$ cat config.mk
export PLATFORM = sky130hd
export DESIGN_NAME = csq_charge_seq
export DESIGN_NICKNAME = d
export VERILOG_FILES = /design/src/hdl/csq_pulse_rx.v /design/src/hdl/csq_charge_seq.v
export VERILOG_INCLUDE_DIRS = /design/src /design/src/pkg
export SDC_FILE = /design/constraint.sdc
export NUM_CORES = 1
export LEC_CHECK = 0
export ABC_AREA = 1
export BUFFER_PORTS_ARGS = -buffer_cell sky130_fd_sc_hd__buf_4
export CAP_MARGIN = 0
export CORE_ASPECT_RATIO = 0.75
export CORE_MARGIN = 2
export CORE_UTILIZATION = 45
export DETAILED_ROUTE_END_ITERATION = 10
export GPL_TIMING_DRIVEN = 0
export SLEW_MARGIN = 20
export SYNTH_ARGS = -nofsm -noshare
export SYNTH_HDL_FRONTEND = slang
export SYNTH_SLANG_ARGS = --single-unit
export TNS_END_PERCENT = 50
$ cat constraint.sdc
create_clock -name mclk -period 5 [get_ports mclk]
set_input_delay 0.25 -clock mclk [delete_from_list [all_inputs] [get_ports mclk]]
set_output_delay 0.25 -clock mclk [all_outputs]
set_load 0.005 [all_outputs]
$ cat src/pkg/csq_defines.vh
`ifndef CSQ_DEFINES_VH
`define CSQ_DEFINES_VH

// ----------------------------------------
// Clock
// ----------------------------------------
`define CSQ_CLK_MHZ        250

// ----------------------------------------
// Command link timing, microseconds
// ----------------------------------------
`define CSQ_T_PULSE_MIN_US 100
`define CSQ_T_PULSE_MAX_US 120
`define CSQ_T_START_MIN_US 350
`define CSQ_T_START_MAX_US 400
`define CSQ_T_STOP_MIN_US  500
`define CSQ_START_MIN_CYC  (`CSQ_T_START_MIN_US * `CSQ_CLK_MHZ)
`define CSQ_START_MAX_CYC  (`CSQ_T_START_MAX_US * `CSQ_CLK_MHZ)
`define CSQ_STOP_MIN_CYC   (`CSQ_T_STOP_MIN_US * `CSQ_CLK_MHZ)

// ----------------------------------------
// Command codes
// ----------------------------------------
`define CSQ_CMD_IEND_OFF   6'd11
`define CSQ_CMD_IEND_5     6'd12
`define CSQ_CMD_IEND_2P5   6'd13
`define CSQ_CMD_WDOG_OFF   6'd26
`define CSQ_CMD_WDOG_ON    6'd27
`define CSQ_CMD_HALF_OFF   6'd28
`define CSQ_CMD_HALF_ON    6'd29

// ----------------------------------------
// Power-on and status timing
// ----------------------------------------
`define CSQ_T_VIN_VALID_MS 250
`define CSQ_VIN_VALID_CYC  (`CSQ_T_VIN_VALID_MS * 1000 * `CSQ_CLK_MHZ)
// Status toggle rates, tenths of Hz
`define CSQ_F_CHARGE_DHZ   62
`define CSQ_F_EOC_DHZ      41
`define CSQ_F_OVCHG_DHZ    82
`define CSQ_F_TMO_DHZ      102
`define CSQ_F_LOWBAT_DHZ   128
`define CSQ_F_TWARN_DHZ    142
`define CSQ_F_NTC_DHZ      162
`define CSQ_HALF_CYC(f)    ((`CSQ_CLK_MHZ * 5000000) / (f))

// ----------------------------------------
// Reset values
// ----------------------------------------
`define CSQ_RST_WDOG       1'b0
`define CSQ_RST_HALF       1'b0
`define CSQ_RST_IEND       2'd1

`endif

$ cat src/hdl/csq_pulse_rx.v
`timescale 1ns/1ns
`include "csq_defines.vh"

// Pulse-count command receiver for the single wire command link
module csq_pulse_rx #(
  parameter integer START_MIN = `CSQ_START_MIN_CYC,
  parameter integer START_MAX = `CSQ_START_MAX_CYC,
  parameter integer STOP_MIN  = `CSQ_STOP_MIN_CYC
) (
  // Clock and reset
  input  wire       mclk,
  input  wire       sys_rst,
  // Synchronised link level
  input  wire       cmd_level,
  // Frame result
  output reg        cmd_valid_q,
  output reg  [5:0] cmd_count_q
);

  localparam [1:0] ST_IDLE  = 2'd0;
  localparam [1:0] ST_START = 2'd1;
  localparam [1:0] ST_BITS  = 2'd2;

  reg  [1:0]  state_q;
  reg  [19:0] tmr_q;
  reg  [5:0]  cnt_q;
  reg         lvl_q;
  wire        rise;
  wire        fall;

  assign rise = cmd_level & ~lvl_q;
  assign fall = ~cmd_level & lvl_q;

  always @(posedge mclk or posedge sys_rst)
  begin
    if (sys_rst)
    begin
      state_q     <= ST_IDLE;
      tmr_q       <= 20'h0;
      cnt_q       <= 6'h0;
      lvl_q       <= 1'b0;
      cmd_valid_q <= 1'b0;
      cmd_count_q <= 6'h0;
    end
    else
    begin
      lvl_q       <= cmd_level;
      cmd_valid_q <= 1'b0;
      if (rise || fall || tmr_q == 20'hfffff)
        tmr_q <= (rise || fall) ? 20'h0 : tmr_q;
      else
        tmr_q <= tmr_q + 20'h1;
      case (state_q)
        ST_IDLE:
        begin
          cnt_q <= 6'h0;
          if (rise)
            state_q <= ST_START;
        end
        ST_START:
        begin
          // Start interval is a high level of bounded length
          if (fall)
          begin
            if (tmr_q >= START_MIN - 1 && tmr_q <= START_MAX - 1)
              state_q <= ST_BITS;
            else
              state_q <= ST_IDLE;
          end
        end
        ST_BITS:
        begin
          if (rise && cnt_q != 6'h3f)
            cnt_q <= cnt_q + 6'h1;
          if (!cmd_level && tmr_q >= STOP_MIN - 1)
          begin
            cmd_valid_q <= 1'b1;
            cmd_count_q <= cnt_q;
            state_q     <= ST_IDLE;
          end
        end
        default:
          state_q <= ST_IDLE;
      endcase
    end
  end

endmodule

$ cat src/hdl/csq_charge_seq.v
`timescale 1ns/1ns
`include "csq_defines.vh"

module csq_charge_seq #(
  parameter integer VIN_VALID_CYC = `CSQ_VIN_VALID_CYC,
  parameter integer PRE_TMO_CYC   = 32'd100000000,
  parameter integer FAST_TMO_CYC  = 32'd100000000,
  parameter integer START_MIN     = `CSQ_START_MIN_CYC,
  parameter integer START_MAX     = `CSQ_START_MAX_CYC,
  parameter integer STOP_MIN      = `CSQ_STOP_MIN_CYC
) (
  // Clock and reset
  input  wire       mclk,
  input  wire       sys_rst,
  // Analog comparator pins
  input  wire       vin_valid,
  input  wire       bat_above_3v,
  input  wire       wake_up,
  input  wire       bat_above_precharge,
  input  wire       bat_at_float,
  input  wire       ichg_below_end,
  input  wire       bat_overcharge,
  input  wire       temp_in_range,
  input  wire       thermal_warning,
  input  wire       ifast_above_20ma,
  // Control pins
  input  wire       charger_enable_input,
  input  wire       immediate_reset_input,
  input  wire       pulse_command_input,
  // Supply and regulation
  output reg        supply_enable_q,
  output reg        precharge_on_q,
  output reg        fastcharge_on_q,
  output reg        cv_mode_q,
  output reg        input_path_closed_q,
  output reg        half_current_q,
  output reg  [1:0] iend_sel_q,
  output reg        watchdog_mode_q,
  output reg        reset_clear_q,
  output reg        temp_monitor_on_q,
  // Open-drain status flag
  output wire       charge_status_flag_o,
  output wire       charge_status_flag_oe_n
);

  localparam [2:0] ST_OFF   = 3'd0;
  localparam [2:0] ST_PRE   = 3'd1;
  localparam [2:0] ST_FAST  = 3'd2;
  localparam [2:0] ST_CV    = 3'd3;
  localparam [2:0] ST_EOC   = 3'd4;
  localparam [2:0] ST_STOP  = 3'd5;
  localparam [2:0] ST_OVCHG = 3'd6;

  localparam integer NIN = 13;

  // ----------------------------------------
  // Input synchronisers
  // ----------------------------------------
  wire [NIN-1:0] raw_in;
  reg  [NIN-1:0] sync1_q;
  reg  [NIN-1:0] sync2_q;

  assign raw_in = {pulse_command_input, immediate_reset_input, charger_enable_input,
                   ifast_above_20ma, thermal_warning, temp_in_range, bat_overcharge,
                   ichg_below_end, bat_at_float, bat_above_precharge, wake_up,
                   bat_above_3v, vin_valid};

  genvar gi;
  generate
    for (gi = 0; gi < NIN; gi = gi + 1)
    begin : g_sync
      always @(posedge mclk or posedge sys_rst)
      begin
        if (sys_rst)
        begin
          sync1_q[gi] <= 1'b0;
          sync2_q[gi] <= 1'b0;
        end
        else
        begin
          sync1_q[gi] <= raw_in[gi];
          sync2_q[gi] <= sync1_q[gi];
        end
      end
    end
  endgenerate

  wire s_vin   = sync2_q[0];
  wire s_b3v   = sync2_q[1];
  wire s_wake  = sync2_q[2];
  wire s_bpre  = sync2_q[3];
  wire s_flt   = sync2_q[4];
  wire s_iend  = sync2_q[5];
  wire s_ovc   = sync2_q[6];
  wire s_tok   = sync2_q[7];
  wire s_twarn = sync2_q[8];
  wire s_i20   = sync2_q[9];
  wire s_cen   = sync2_q[10];
  wire s_rnow  = sync2_q[11];
  wire s_cmd   = sync2_q[12];

  // ----------------------------------------
  // Command receiver and option bits
  // ----------------------------------------
  wire       cmd_valid;
  wire [5:0] cmd_count;

  csq_pulse_rx #(
    .START_MIN (START_MIN),
    .START_MAX (START_MAX),
    .STOP_MIN  (STOP_MIN)
  ) u_rx (
    .mclk        (mclk),
    .sys_rst     (sys_rst),
    .cmd_level   (s_cmd),
    .cmd_valid_q (cmd_valid),
    .cmd_count_q (cmd_count)
  );

  reg half_cmd_q;

  always @(posedge mclk or posedge sys_rst)
  begin
    if (sys_rst)
    begin
      watchdog_mode_q <= `CSQ_RST_WDOG;
      half_cmd_q      <= `CSQ_RST_HALF;
      iend_sel_q      <= `CSQ_RST_IEND;
    end
    else if (cmd_valid)
    begin
      case (cmd_count)
        `CSQ_CMD_WDOG_OFF: watchdog_mode_q <= 1'b0;
        `CSQ_CMD_WDOG_ON:  watchdog_mode_q <= 1'b1;
        `CSQ_CMD_HALF_OFF: half_cmd_q <= 1'b0;
        `CSQ_CMD_HALF_ON:  half_cmd_q <= 1'b1;
        `CSQ_CMD_IEND_OFF: iend_sel_q <= 2'd0;
        `CSQ_CMD_IEND_5:   iend_sel_q <= 2'd1;
        `CSQ_CMD_IEND_2P5: iend_sel_q <= 2'd2;
        default:           iend_sel_q <= iend_sel_q;
      endcase
    end
  end

  // ----------------------------------------
  // Power-on qualification
  // ----------------------------------------
  reg [31:0] vin_cnt_q;
  wire       vin_ok = (vin_cnt_q >= VIN_VALID_CYC - 1);

  always @(posedge mclk or posedge sys_rst)
  begin
    if (sys_rst)
    begin
      vin_cnt_q       <= 32'h0;
      supply_enable_q <= 1'b0;
    end
    else
    begin
      if (!s_vin)
        vin_cnt_q <= 32'h0;
      else if (!vin_ok)
        vin_cnt_q <= vin_cnt_q + 32'h1;
      if (s_vin && vin_ok)
        supply_enable_q <= 1'b1;
      else if (!s_vin && s_b3v && s_wake)
        supply_enable_q <= 1'b1;
      else if (!s_vin && !s_b3v)
        supply_enable_q <= 1'b0;
    end
  end

  // ----------------------------------------
  // Charge sequencer
  // ----------------------------------------
  reg [2:0]  state_q;
  reg [31:0] tmr_q;
  reg        cen_q;
  reg        tmo_fault_q;
  reg        low_fault_q;
  reg        ntc_alarm_q;
  wire       cen_rise = s_cen & ~cen_q;
  wire       charging = (state_q == ST_PRE) || (state_q == ST_FAST) || (state_q == ST_CV);
  wire       temp_bad = charging & ~s_tok;
  wire       tmo_pre  = (state_q == ST_PRE) && (tmr_q >= PRE_TMO_CYC - 1);
  wire       tmo_fast = (state_q == ST_FAST) && (tmr_q >= FAST_TMO_CYC - 1);

  always @(posedge mclk or posedge sys_rst)
  begin
    if (sys_rst)
    begin
      state_q     <= ST_OFF;
      tmr_q       <= 32'h0;
      cen_q       <= 1'b0;
      tmo_fault_q <= 1'b0;
      low_fault_q <= 1'b0;
      ntc_alarm_q <= 1'b0;
    end
    else
    begin
      cen_q       <= s_cen;
      ntc_alarm_q <= temp_bad;
      if (state_q == ST_PRE || state_q == ST_FAST)
        tmr_q <= tmr_q + 32'h1;
      if (!s_vin)
      begin
        state_q     <= ST_OFF;
        tmo_fault_q <= 1'b0;
        low_fault_q <= 1'b0;
      end
      else if (s_ovc && state_q != ST_OVCHG)
        state_q <= ST_OVCHG;
      else
      begin
        case (state_q)
          ST_OFF:
          begin
            tmr_q <= 32'h0;
            if (s_cen)
              state_q <= s_bpre ? ST_FAST : ST_PRE;
          end
          ST_PRE:
          begin
            if (!s_cen)
              state_q <= ST_STOP;
            else if (tmo_pre)
            begin
              state_q     <= ST_STOP;
              tmo_fault_q <= 1'b1;
            end
            else if (s_bpre)
            begin
              state_q <= ST_FAST;
              tmr_q   <= 32'h0;
            end
          end
          ST_FAST:
          begin
            if (!s_cen)
              state_q <= ST_STOP;
            else if (tmo_fast)
            begin
              state_q     <= ST_STOP;
              tmo_fault_q <= 1'b1;
            end
            else if (!s_bpre)
            begin
              state_q     <= ST_STOP;
              low_fault_q <= 1'b1;
            end
            else if (s_flt)
              state_q <= ST_CV;
          end
          ST_CV:
          begin
            if (!s_cen)
              state_q <= ST_STOP;
            else if (s_iend && iend_sel_q != 2'd0 && !temp_bad)
              state_q <= ST_EOC;
          end
          ST_EOC, ST_STOP:
          begin
            if (cen_rise)
            begin
              state_q     <= ST_OFF;
              tmo_fault_q <= 1'b0;
              low_fault_q <= 1'b0;
            end
          end
          ST_OVCHG:
            state_q <= ST_OVCHG;
          default:
            state_q <= ST_OFF;
        endcase
      end
    end
  end

  // ----------------------------------------
  // Charger outputs
  // ----------------------------------------
  always @(posedge mclk or posedge sys_rst)
  begin
    if (sys_rst)
    begin
      precharge_on_q      <= 1'b0;
      fastcharge_on_q     <= 1'b0;
      cv_mode_q           <= 1'b0;
      input_path_closed_q <= 1'b0;
      half_current_q      <= 1'b0;
      temp_monitor_on_q   <= 1'b0;
      reset_clear_q       <= 1'b0;
    end
    else
    begin
      precharge_on_q      <= (state_q == ST_PRE) && !temp_bad;
      fastcharge_on_q     <= (state_q == ST_FAST) && !temp_bad;
      cv_mode_q           <= (state_q == ST_CV) && !temp_bad;
      input_path_closed_q <= s_vin && (state_q != ST_OVCHG);
      half_current_q      <= half_cmd_q | s_twarn;
      temp_monitor_on_q   <= charging;
      reset_clear_q       <= watchdog_mode_q & s_rnow;
    end
  end

  // ----------------------------------------
  // Status flag divider
  // ----------------------------------------
  reg [31:0] half_per;
  reg        toggling;

  always @*
  begin
    toggling = 1'b1;
    half_per = 32'd0;
    if (!s_vin)
      toggling = 1'b0;
    else if (ntc_alarm_q)
      half_per = `CSQ_HALF_CYC(`CSQ_F_NTC_DHZ);
    else if (charging && s_twarn)
      half_per = `CSQ_HALF_CYC(`CSQ_F_TWARN_DHZ);
    else if (low_fault_q)
      half_per = `CSQ_HALF_CYC(`CSQ_F_LOWBAT_DHZ);
    else if (tmo_fault_q)
      half_per = `CSQ_HALF_CYC(`CSQ_F_TMO_DHZ);
    else if (state_q == ST_OVCHG)
      half_per = `CSQ_HALF_CYC(`CSQ_F_OVCHG_DHZ);
    else if (charging)
      half_per = `CSQ_HALF_CYC(`CSQ_F_CHARGE_DHZ);
    else if (state_q == ST_EOC)
      half_per = `CSQ_HALF_CYC(`CSQ_F_EOC_DHZ);
    else
      toggling = 1'b0;
  end

  reg [31:0] div_q;
  reg        phase_q;
  reg        flag_low_q;

  always @(posedge mclk or posedge sys_rst)
  begin
    if (sys_rst)
    begin
      div_q      <= 32'h0;
      phase_q    <= 1'b0;
      flag_low_q <= 1'b0;
    end
    else
    begin
      if (!toggling)
      begin
        div_q   <= 32'h0;
        phase_q <= 1'b0;
      end
      else if (div_q >= half_per - 1)
      begin
        div_q   <= 32'h0;
        phase_q <= ~phase_q;
      end
      else
        div_q <= div_q + 32'h1;
      flag_low_q <= s_vin && (!toggling || !phase_q);
    end
  end

  assign charge_status_flag_o    = 1'b0;
  assign charge_status_flag_oe_n = ~flag_low_q;

endmodule

* After elaboration in Yosys (flattened, before gate mapping)
Cells that the tools add are included.
Cells by class: $add $sub $neg 6, magnitude comparators 6, equal/unequal tests 40, mux-type cells 75, bitwise operators 12, reduce and logical (&&, ||, !) cells 47
Operator list (number):
- $mux 32 | 10
- $mux 25 | 8
- $add 32x1->32 const B | 3
- $pmux 32 s2 | 1
- $ge 20x17->1 const B | 2
- $mux 20 | 2
- $mux 3 | 13
- $ge 32x26->1 const B | 1
- $ge 32x27->1 const B | 1
- $ge 32x32->1 | 1
- $sub 32x1->32 const B | 1
- $mux 1 | 27
- $eq 6x5->1 const B | 4
- $ne 3x3->1 const B | 8
- $add 20x1->20 const B | 1
- $eq 20x20->1 const B | 1
- $le 20x17->1 const B | 1
- $eq 6x4->1 const B | 3
- $logic_and 1x1->1 | 18
- $pmux 3 s6 | 1
- $ne 2x1->1 const B | 6
- $ne 6x6->1 const B | 2
- $pmux 2 s3 | 2
- $pmux 6 s2 | 1
- 31 further kinds | 68
Storage, ports and cells: register bits 177, bits of input ports 15, output and inout bits 13, logic and storage cells 237

* Longest topological paths before layout
Gate-level depths: netlist of the first run.
depth after elaboration 14, mapped depth 23, gate-level depth less buffers 23

* By module
Synthesis of the first run repeated with hierarchy kept, for this count alone.
Unflattened totals: cells, all modules 1508, area total of the unflattened synthesis 11028.1 um^2
By module, submodules not included:
- csq_charge_seq | times used 1, cells an instance 1228, area an instance 8931.1 um^2, seq. area each 3529.6 um^2
- csq_pulse_rx | times used 1, cells an instance 280, area an instance 2097.0 um^2, seq. area each 900.9 um^2

* Worst setup path before layout of the first run
No wires, ideal clock.
path type reg2reg, start point reg state_q[2], end point reg div_q[30], setup time 77 ps, arrival 2809 ps, data required time 4923 ps, setup slack 2114 ps, cell stages (with the launch flop) 20, path buffers 2, period minus slack after synthesis 2886 ps, cell sequence dfrtp_1 -> buf_4 -> nor2_4 -> nand2_4 -> o211ai_1 -> ha_1 -> inv_1 -> nor3_1 -> xor2_1 -> ha_1 -> nand4_1 -> inv_1 -> nand2_1 -> nand3_1 -> nand2_1 -> nand2_1 -> nand2_1 -> nand4_4 -> buf_2 -> a21oi_1
On the way: word-level cells in the longest chain between the ends 14, elaborated cells between the ends (all ways) 28, classes of those cells add/sub: 1; order compare: 1; eq/ne: 5; mux: 18; reduce/logical: 3
RTL lines:
- start: declaration | line csq_charge_seq.v:176 | reg [2:0] state_q;
- start signal: assignment | line csq_charge_seq.v:220 | state_q <= s_bpre ? ST_FAST : ST_PRE;
- $eq 3x1->1 or $eq 3x2->1 (tied branches) | line csq_charge_seq.v:183 | wire charging = (state_q == ST_PRE) || (state_q == ST_FAST) || (state_q == ST_CV);
- $logic_or 1x1->1 | line csq_charge_seq.v:183
- $logic_or 1x1->1 (*) | line csq_charge_seq.v:183
- via charging | line csq_charge_seq.v:183
- $mux 25 | line csq_charge_seq.v:328 | else if (charging)
- $mux 25 | line csq_charge_seq.v:326 | else if (state_q == ST_OVCHG)
- $mux 25 | line csq_charge_seq.v:324 | else if (tmo_fault_q)
- $mux 25 | line csq_charge_seq.v:322 | else if (low_fault_q)
- $mux 25 | line csq_charge_seq.v:320 | else if (charging && s_twarn)
- $mux 25 | line csq_charge_seq.v:318 | else if (ntc_alarm_q)
- $mux 25 | line csq_charge_seq.v:316 | if (!s_vin)
- $sub 32x1->32 | line csq_charge_seq.v:355 | else if (div_q >= half_per - 1)
- $ge 32x32->1 | line csq_charge_seq.v:355
- $mux 32 | line csq_charge_seq.v:355
- $mux 32 (*) | line csq_charge_seq.v:350 | if (!toggling)
- end signal: assignment | line csq_charge_seq.v:361 | div_q <= div_q + 32'h1;
- end: declaration | line csq_charge_seq.v:336 | reg [31:0] div_q;
Mark *: on every way through the listed nets, which the timed path passes. The rest lies on a longest branch. A chain may end at the register's enable or synchronous reset.

* Worst setup path after layout of the first run
start point reg low_fault_q, end point reg div_q[8]
On the way: word-level cells in the longest chain between the ends 8, elaborated cells between the ends (all ways) 12, classes of those cells add/sub: 1; order compare: 1; mux: 10
RTL lines:
- start: declaration | line csq_charge_seq.v:180 | reg low_fault_q;
- start signal: assignment | line csq_charge_seq.v:196 | low_fault_q <= 1'b0;
- start signal: assignment | line csq_charge_seq.v:209 | low_fault_q <= 1'b0;
- start signal: assignment | line csq_charge_seq.v:249 | low_fault_q <= 1'b1;
- $mux 25 | line csq_charge_seq.v:322
- $mux 25 | line csq_charge_seq.v:320
- $mux 25 | line csq_charge_seq.v:318
- $mux 25 | line csq_charge_seq.v:316
- $sub 32x1->32 | line csq_charge_seq.v:355
- $ge 32x32->1 | line csq_charge_seq.v:355
- $mux 32 | line csq_charge_seq.v:355
- $mux 32 (*) | line csq_charge_seq.v:350
Mark *: on every way between the ends. The rest lies on a longest branch, timed or not.

==> qor.txt, run 1 <==
met3 Use GR: 0.0383
Worst slew margin: 0.584
Cell Pwr Density: 329 mW/mm2
crit path launch: low_fault_q
post-detail-place hpwl: 19.2 mm
Max FO, Critical Path: 10
area fraction of the dominant cell type after synthesis: 0.417
Synth Warn #: 0
post-CTS sizing: 0
Remaining DRCs: 0
XOR/XNOR Fraction of Synth Area: 0.0663
initial detailed-routing violation count: 630
crit-path cells: nor2_1, inv_1, nor2_1, inv_1, nor2_1, inv_1, nor3_1, inv_1, ha_1, nand2_2, inv_2, a31oi_1, ha_1, nand2_1, nor2_1, nand2_1, inv_1, a21oi_1, nand4_4, buf_2, a21oi_1
number of max-cap violations: 0
port bufs: 25
Tmin final: 3.68 ns
antenna cells: 0
nets: 1496
hold_ws: 0.349 ns
Congestion Overflow GR: 0
Post-Place Worst Slack: 1.29 ns
met1 Usage GRT: 0.334
die extent in y: 137 um
standard-cell rows: 48
final setup margin: 1.32 ns
GP Congestion: 0.924
H-tree depth: 4
ys async rst share: 1.00
mux contribution to synthesized area: 0
VDD IR max: 277 uV
distinct cell type count after synthesis: 47
synth top area cells: dfrtp_1 (42%), nand2_1 (10%), nor2_1 (7.2%)
status: completed
largest stage delay on the critical path: 0.43 ns
io pins: 28
CP Capture Type: flop
Synth Area in Simple Gates: 0.314
FILL cells: 2258
fmax: 272 MHz
later-pin clock latency in the skew report: 0.45 ns
syn_nets: 1434
area delta synth->final: 12.8%
die area: 0.0247 mm2
Post-Route Setup TNS: 0 ns
Hold-fix buffers, CTS: 13
endpoints failing setup: 0
Synth Area in Compound Gates: 0.0765
post-DR wirelength/cell: 14.5 um
Setup Buffers After CTS: 0
Synth area leader: dfrtp_1
final period utilization: 0.736
kind of critical path: reg2reg
GRT busiest layer: met1
Longest Clk Path Bufs: 2
Worst Setup Start Kind: flop
WP data required: 5.37 ns
Detail Route Antenna Nets: 0
Starting Density: 0.458
clock sinks: 177
flop2flop setup slack: 1.32 ns
TritonCTS clock tree: yes
root cell of the clock tree: clkbuf_16
Leak: 0.00558 uW
CTS Buf Count: 17
Synth Instances: 1379
Global Route met2 Usage: 0.310
total power: 3920 uW
First-pass DRT Iterations: 8
Post-synth top flop: dfrtp_1
FF-to-FF Start: low_fault_q
largest family of logic cells by synthesized area: simple AND/OR/NAND/NOR gates
Core Area: 0.0231 mm2
number of global-route vias before repair: 8426
WP data arrival: 4.05 ns
Post-synth EDFFs: 0
syn_area_per_cell: 7.66 um2
initial antenna violation count: 0
Hold Path Class: reg2reg
number of synthesized register bits: 177
DR vias: 9097
Critical Path Most Common Cell: inv_1
hold wc startpoint: sync1_q[1]
chip width: 181 um
first-pass GRT wire length: 42.5 mm
RSZ-0062 raised after global routing: no
Reg clk slew, reported paths: 0.07 ns
Vias/cell: 5.19
Slew @ Worst Pin: 0.622 ns
Seq/Total Area, Yosys: 0.419
Slowest cell on crit path: dfrtp_1
clock skew: 0.00939 ns
overall routed net length: 25.4 mm
largest net degree at the start of global routing: 34
max-slew violations: 0
Final Hold Fails: 0
post-synthesis adder-cell area fraction: 0.0474
share of cells above drive strength 1: 0.0839
Netlist Area Pre-Place: 0.0106 mm2
Total GRT Usage: 0.216
[kinds of logic after synthesis]
logic type               Yosys count
AO/OA/AOI/OAI                    145
XOR/XNOR                          80
adder cells (fa/ha/maj)           40
buffers and inverters            204
flip-flops                       177
other                              1
AND/OR/NAND/NOR                  732
[worst paths after layout]
kind | to | cells past startpoint
worst max register to register | div_q[8] | 21
min in group asynchronous | tmr_q[24] | 3
max in group asynchronous | vin_cnt_q[10] | 6
worst min register to register | s_b3v | 0
worst min-delay path | s_b3v | 0
worst max-delay path | div_q[8] | 21
[per-stage QoR]
step           cells  utilization  cell area (um2)
6_report        1754        0.517            11900
5_1_grt         1754        0.517            11900
4_1_cts         1754        0.517            11900
2_1_floorplan   1379            -            10600
3_3_place_gp    1704        0.483            11100
3_5_place_dp    1709        0.487            11200
[metal layers]
| layer | wire, um | up-vias |
|---|---|---|
| li1 | - | 4607 |
| met1 | 13600 | 4269 |
| met2 | 10300 | 198 |
| met5 | 0 | - |
| met3 | 1180 | 23 |
| met4 | 312 | 0 |
[power by group]
part | total, uW | internal [uW] | switching (uW)
Combinational | 1050 | 352 | 695
Sequential | 1570 | 1510 | 69.0
Clock | 1290 | 679 | 616
Total | 3920 | 2540 | 1380
[state kept, by name, summed over array words and instances, names as in the netlist, 2 cells and up]
register	count
div_q	32
tmr_q	32
vin_cnt_q	32
u_rx.tmr_q	20
sync1_q	12
u_rx.cmd_count_q	6
u_rx.cnt_q	6
state_q	3
iend_sel_q	2
u_rx.state_q	2
[Yosys cell counts, types with 2 or more instances]
cell type and n:
inv_1 173, clkbuf_1 8, xor2_1 64, o21bai_1 2, nand3b_1 4, o31ai_1 11, and3_1 2, o21a_1 2
nor2_1 203, o21ai_0 54, buf_1 6, o211ai_1 3, o22ai_1 4, nor2_4 5, nand3_1 85, nor3_2 4
buf_4 6, nor3_1 54, buf_2 6, nor3b_1 5, dfrtp_1 176, nor4_1 20, ha_1 40, nand2_4 6
inv_2 4, a21oi_1 51, a31oi_1 6, o21ai_1 5, nor2_2 8, nand4_1 36, nand2_2 9, xnor2_1 16
or2_2 5, nand2_1 282, o21ai_2 2
[layout by cell type, fill, tap and decap left out, drive strengths merged]
master / n
clkbuf: 30
a21o: 1
clkinvlp: 2
a31oi: 6
nor3: 58
o2111ai: 1
xnor2: 16
o31ai: 11
xor2: 64
nor2: 217
o21bai: 2
nand3b: 4
o22ai: 4
nor4: 21
buf: 49
dfstp: 1
nor3b: 5
o21ai: 61
o21a: 2
a31o: 1
a21oi: 51
nand2: 297
clkinv: 2
ha: 40
o211ai: 3
nand4: 37
nand3: 86
a211oi: 1
dfrtp: 176
or2: 5
conb: 1
dlygate4sd3: 13
and3: 2
inv: 183
o211a: 1
[critical path: cells and delay by family (launching register included)]
family,cells,cell delay (ns)
simple gates,9,1.35
buf+inv,7,0.69
compound gates,3,0.57
fa+ha+maj,2,0.56
flops,1,0.43
[final cells by class]
| cell class | count | area (um2) | area share |
|---|---|---|---|
| Clock inverter | 10 | 90.1 | 0.00756 |
| Tap cell | 300 | 375 | 0.0315 |
| Inverter | 177 | 668 | 0.0561 |
| Clock buffer | 22 | 464 | 0.0390 |
| Buffer | 27 | 139 | 0.0117 |
| Multi-Input combinational cell | 998 | 5330 | 0.447 |
| Sequential cell | 177 | 4430 | 0.372 |
| Timing Repair Buffer | 43 | 418 | 0.0351 |
Note: power is estimated with default switching activity, not from simulation.
==> inputs of run 2 (changes only) <==
==> constraint.sdc (replaced) <==
create_clock -name mclk -period 2.9 [get_ports mclk]
set_input_delay 0.145 -clock mclk [delete_from_list [all_inputs] [get_ports mclk]]
set_output_delay 0.145 -clock mclk [all_outputs]
set_load 0.005 [all_outputs]
==> run 2 against run 1 <==
The run now ends with negative setup slack left. Non-clock buffer count increased by 31. First-iteration DRC count rose by 1.3%. Die area did not move. Routed wire length up 3.9%. Worst setup slack lost 1.5 ns. Sequential power is 75% higher. Final area is 5.6% higher. Largest cell class unchanged.
==> qor.txt, run 2 (synthesized netlist as in run 1, its figures left out) <==
Leak: 0.00579 uW (+3.7%)
overall routed net length: 26.4 mm (+3.9%)
post-DR wirelength/cell: 14.8 um (+2.1%)
DR vias: 9286 (+2.1%)
FF-to-FF Start: ntc_alarm_q
GP Congestion: 0.924 (unchanged)
initial antenna violation count: 0 (unchanged)
port bufs: 25 (unchanged)
Tmin final: 3.06 ns (-0.621 ns)
die extent in y: 137 um (unchanged)
Total GRT Usage: 0.221 (+0.00499)
crit path launch: ntc_alarm_q
final period utilization: 1.05 (+0.319)
share of cells above drive strength 1: 0.152 (+0.0676)
RSZ-0062 raised after global routing: yes
flop2flop setup slack: -0.16 ns (-1.48 ns)
Final Hold Fails: 0 (unchanged)
Hold Path Class: in2async
Remaining DRCs: 0 (unchanged)
kind of critical path: reg2reg
clock sinks: 177 (unchanged)
Worst R2R End: phase_q
VDD IR max: 531 uV (+92%)
CTS Buf Count: 17 (unchanged)
FILL cells: 2190 (-3.0%)
H-tree depth: 4 (unchanged)
WP data arrival: 3.39 ns (-0.66 ns)
endpoints failing setup: 33 (+33)
largest net degree at the start of global routing: 34 (unchanged)
First-pass DRT Iterations: 7 (-1)
Starting Density: 0.458 (unchanged)
Worst Setup Start Kind: flop
most frequent cells in the layout: nand2_1 (274), nor2_1 (174), dfrtp_1 (173)
max-slew violations: 0 (unchanged)
Detail Route Antenna Nets: 0 (unchanged)
die area: 0.0247 mm2 (unchanged)
number of max-cap violations: 0 (unchanged)
Slew @ Worst Pin: 0.628 ns (+0.00580 ns)
Reg2Reg Depth: 23 (+9.5%)
TritonCTS clock tree: yes
most common cell after layout, fill and taps aside: nand2_1
fin cells: 1785 (+1.8%)
Congestion Overflow GR: 0 (unchanged)
fmax: 327 MHz (+20%)
Max FO, Critical Path: 7 (-3)
Longest Clk Path Bufs: 2 (unchanged)
Vias/cell: 5.20 (+0.30%)
Reg clk slew, reported paths: 0.07 ns (about the same)
io pins: 28 (unchanged)
CP Capture Type: flop
later-pin clock latency in the skew report: 0.45 ns (about the same)
area delta synth->final: 19.1%
final setup margin: -0.158 ns (-1.48 ns)
antenna cells: 0 (unchanged)
multi-input gate area in the final layout: 0.00564 mm2 (+5.8%)
Worst slew margin: 0.580 (-0.00387)
initial detailed-routing violation count: 638 (+1.3%)
nets: 1527 (+2.1%)
first-pass GRT wire length: 43.5 mm (+2.4%)
root cell of the clock tree: clkbuf_16
largest registers: div_q: 32 flops, tmr_q: 32 flops, vin_cnt_q: 32 flops
standard-cell rows: 48 (unchanged)
WP data required: 3.24 ns (-2.13 ns)
hold_ws: 0.333 ns (-0.0163 ns)
chip width: 181 um (unchanged)
failing checks: negative setup slack
status: finished with violations
clock skew: 0.00862 ns (-0.000770 ns)
post-detail-place hpwl: 19.2 mm (unchanged)
number of global-route vias before repair: 8694 (+3.2%)
dpl cells: 1709 (unchanged)
post-route core utilization: 0.546 (+0.0289)
Core Area: 0.0231 mm2 (unchanged)
Cell Pwr Density: 599 mW/mm2 (+82%)
Reg area: 0.00443 mm2 (about the same)
Setup crit end: phase_q
[run 2: cell count changes in the layout (fill, tap and decap cells not counted), sizes merged]
cell  before  now
buf       49   80
[run 2: layer usage]
metal | global-route usage | vias up | part of all wire
met2 | 0.324 | 200 | 0.42
met4 | 0.0574 | 0 | 0.014
met1 | 0.335 | 4388 | 0.52
met3 | 0.0386 | 28 | 0.045
met5 | 0 | - | 0
li1 | - | 4670 | -
[run 2: report_power, final]
group | switching, uW | leakage, uW | total, uW | internal, uW
Combinational | 1510 | 0.00315 | 2570 | 1070
Sequential | 138 | 0.00237 | 2740 | 2600
Clock | 1060 | 0.000272 | 2230 | 1170
[run 2: worst min path at each step]
stage | start | slack, ns | to
floorplan | vin_valid | 0.18 | sync1_q[0]
global placement | wake_up | 0.25 | sync1_q[2]
detailed placement | sys_rst | 0.26 | tmr_q[24]
CTS | temp_in_range | 0.32 | sync1_q[7]
global route | ichg_below_end | 0.33 | sync1_q[5]
finish | sys_rst | 0.33 | tmr_q[24]
[run 2: repair_timing]
| item | in CTS | in global routing |
|---|---|---|
| endpoints found under the hold margin | 39 | 0 |
| gates cloned | 1 | 1 |
| hold buffers | 13 | 0 |
| resized for setup | 61 | 53 |
| setup endpoints to repair | 33 | 33 |
| pin swaps | 17 | 27 |
| setup buffers | 23 | 7 |
[run 2: final cells by class]
cell class              count  area share
well taps                 300      0.0298
plain buffers              26      0.0146
repair buffers             75      0.0569
inverters                 177      0.0539
flip-flops and latches    177       0.352
clock buffers              22      0.0369
multi-input cells         998       0.448
clock inverters            10     0.00716
[run 2: through the flow]
step / instance area [um2] / power [uW] / setup slack [ns] / setup TNS, ns
after global placement: 11100 / 4490 / -0.810 / -143.55
after floorplan: 10600 / 4060 / 0.0136 / 0
after detailed placement: 11200 / 4540 / -0.808 / -24.59
after CTS: 12300 / 7210 / -0.185 / -3.71
final: 12600 / 7540 / -0.158 / -4.14
after global routing: 12600 / 7970 / -0.330 / -10.19
[run 2: critical path: stages, from the launching register on]
cell and delay [ns]:
dfrtp_1 0.41, nor2_4 0.13, inv_2 0.06, nor2_4 0.11, inv_2 0.06, nor2_2 0.11
inv_2 0.06, nor3_4 0.21, inv_2 0.07, ha_4 0.19, nand2_4 0.11, inv_2 0.07
nor2_1 0.12, ha_1 0.25, nand2_1 0.10, nor2_2 0.05, nand2_1 0.06, nand3_1 0.08
a21oi_2 0.20, nand4_4 0.12, buf_12 0.17, buf_6 0.12, nand2_2 0.04, o21ai_1 0.06
==> inputs of run 3 (changes only) <==
--- a/config.mk
+++ b/config.mk
@@ -14,8 +14,9 @@
 export CORE_UTILIZATION = 45
 export DETAILED_ROUTE_END_ITERATION = 10
 export GPL_TIMING_DRIVEN = 0
+export REMOVE_ABC_BUFFERS = 1
 export SLEW_MARGIN = 20
 export SYNTH_ARGS = -nofsm -noshare
 export SYNTH_HDL_FRONTEND = slang
 export SYNTH_SLANG_ARGS = --single-unit
-export TNS_END_PERCENT = 50
+export TNS_END_PERCENT = 5
==> run 3 against run 2 <==
The flow still finishes with violations (negative setup slack). Clock skew rose by 0.0049 ns. Register-to-register slack got worse by 0.02 ns. Non-clock buffer count fell by 14. Largest power group unchanged.
==> qor.txt, run 3 (synthesized netlist as in run 1, its figures left out) <==
Cell Pwr Density: 605 mW/mm2 (+1.1%)
CP Capture Type: flop
dpl cells: 1680 (-1.7%)
chip width: 181 um (unchanged)
Top delay family on crit path: buffers and inverters
hold_ws: 0.191 ns (-0.142 ns)
first-pass GRT wire length: 44.3 mm (+1.8%)
final setup margin: -0.180 ns (-0.0212 ns)
FILL cells: 2189 (-0.046%)
later-pin clock latency in the skew report: 0.45 ns (about the same)
Congestion Overflow GR: 0 (unchanged)
failing checks: negative setup slack
Post-DP Area: 0.0111 mm2 (-1.4%)
H-tree depth: 4 (unchanged)
post-detail-place hpwl: 18.2 mm (-5.3%)
most common cell after layout, fill and taps aside: nand2_1
status: finished with violations
Total GRT Usage: 0.222 (+0.00159)
io pins: 28 (unchanged)
GP Congestion: 0.892 (-3.5%)
port bufs: 25 (unchanged)
VDD IR max: 456 uV (-14%)
TritonCTS clock tree: yes
Slowest cell on crit path: dfrtp_2
final period utilization: 1.06 (+0.00732)
most frequent cells in the layout: nand2_1 (277), nor2_1 (184), dfrtp_1 (170)
Remaining DRCs: 0 (unchanged)
Finished Cell Area: 0.0125 mm2 (-0.70%)
RSZ-0062 raised after global routing: yes
number of max-cap violations: 0 (unchanged)
Worst Setup Start Kind: flop
Tmin final: 3.08 ns (+0.0212 ns)
number of global-route vias before repair: 8821 (+1.5%)
die area: 0.0247 mm2 (unchanged)
kind of critical path: reg2reg
Hold Path Class: in2async
area delta synth->final: 18.3%
clock sinks: 177 (unchanged)
clock skew: 0.0135 ns (+0.00487 ns)
Detail Route Antenna Nets: 0 (unchanged)
DR vias: 9431 (+1.6%)
nets: 1514 (-0.85%)
largest stage delay on the critical path: 0.45 ns (+0.04 ns)
overall routed net length: 26.6 mm (+0.86%)
root cell of the clock tree: clkbuf_16
initial detailed-routing violation count: 735 (+15%)
met3 Use GR: 0.0391 (+0.000532)
antenna cells: 0 (unchanged)
Final Hold Fails: 0 (unchanged)
Starting Density: 0.458 (unchanged)
WP data arrival: 3.45 ns (+0.06 ns)
endpoints failing setup: 33 (unchanged)
CP bufs+invs: 8 (+1)
GRT busiest layer: met1
CTS Buf Count: 17 (unchanged)
Max FO, Critical Path: 32 (+25)
Longest Clk Path Bufs: 2 (unchanged)
largest net degree at the start of global routing: 90 (+160%)
die extent in y: 137 um (unchanged)
Post-Route Setup TNS: -4.98 ns (-0.844 ns)
Core Area: 0.0231 mm2 (unchanged)
WP data required: 3.27 ns (+0.03 ns)
post-DR wirelength/cell: 15.0 um (+1.6%)
max-slew violations: 0 (unchanged)
met1 Usage GRT: 0.335 (+0.000338)
Slew @ Worst Pin: 0.740 ns (+0.112 ns)
share of cells above drive strength 1: 0.144 (-0.00749)
initial antenna violation count: 0 (unchanged)
total power: 7570 uW (+0.35%)
First-pass DRT Iterations: 5 (-2)
Vias/cell: 5.32 (+2.3%)
crit-path cells: buf_12, inv_16, nor2_2, inv_2, nor3_4, inv_2, ha_4, buf_6, buf_4, nand2_1, ha_1, nand2_1, o21ai_1, nand2_1, o211ai_1, a21oi_4, buf_4, nand4_4, buf_4, nor2_1
Leak: 0.00581 uW (+0.37%)
Worst slew margin: 0.506 (-0.0746)
Global Route met2 Usage: 0.326 (+0.00171)
fmax: 325 MHz (-0.69%)
fin cells: 1772 (-0.73%)
standard-cell rows: 48 (unchanged)
largest registers: div_q: 32 flops, tmr_q: 32 flops, vin_cnt_q: 32 flops
Reg clk slew, reported paths: 0.07 ns (about the same)
[run 3: layout make-up]
type	instances	area (um2)	share of cell area
Multi-Input combinational cell	999	5590	0.447
Sequential cell	177	4440	0.355
Timing Repair Buffer	87	813	0.0651
Inverter	177	693	0.0555
Clock buffer	17	425	0.0340
Tap cell	300	375	0.0300
Clock inverter	15	165	0.0132
[run 3: worst paths after layout]
path	start	end	slack (ns)	depth (start not counted)
setup / recovery	s_vin	div_q[11]	-0.18	20
min in group mclk	bat_at_float	sync1_q[4]	0.34	2
setup reg to reg	s_vin	div_q[11]	-0.18	20
max in group asynchronous	sys_rst	div_q[15]	1.72	5
hold / removal	sys_rst	vin_cnt_q[19]	0.19	3
hold reg to reg	sync1_q[8]	s_twarn	0.35	0
[run 3: worst reg2reg max path, cell delays in order, from the launching register on]
cell and delay [ns]:
dfrtp_2 0.45, buf_12 0.20, inv_16 0.10, nor2_2 0.13, inv_2 0.06, nor3_4 0.18, inv_2 0.08, ha_4 0.20
buf_6 0.12, buf_4 0.14, nand2_1 0.07, ha_1 0.22, nand2_1 0.08, o21ai_1 0.07, nand2_1 0.08, o211ai_1 0.14
a21oi_4 0.20, buf_4 0.16, nand4_4 0.09, buf_4 0.18, nor2_1 0.08
[run 3: per-stage QoR]
stage | utilization | worst slack (ns)
after floorplan | - | -2.05
after global placement | 0.477 | -4.26
after detailed placement | 0.480 | -1.24
after CTS | 0.533 | -0.202
after global routing | 0.542 | -0.348
final | 0.542 | -0.180
[run 3: where the power goes]
part	total (uW)	switching [uW]	internal [uW]
clock network	2300	1140	1160
logic	2510	1460	1060
registers	2750	155	2600
[run 3: routing by layer]
metal  vias to the layer above  part of all wire
met4                         0             0.015
met1                      4479              0.52
met5                         -                 0
met2                       262              0.42
met3                        34             0.052
li1                       4656                 -
[run 3: repair_timing]
item                                   4_1_cts  5_1_grt
resized for setup                           43       43
endpoints found under the hold margin       41        0
setup buffers                               37        6
pin swaps                                   21       21
gates cloned                                 2        2
hold buffers                                13        0
setup endpoints to repair                   49       47
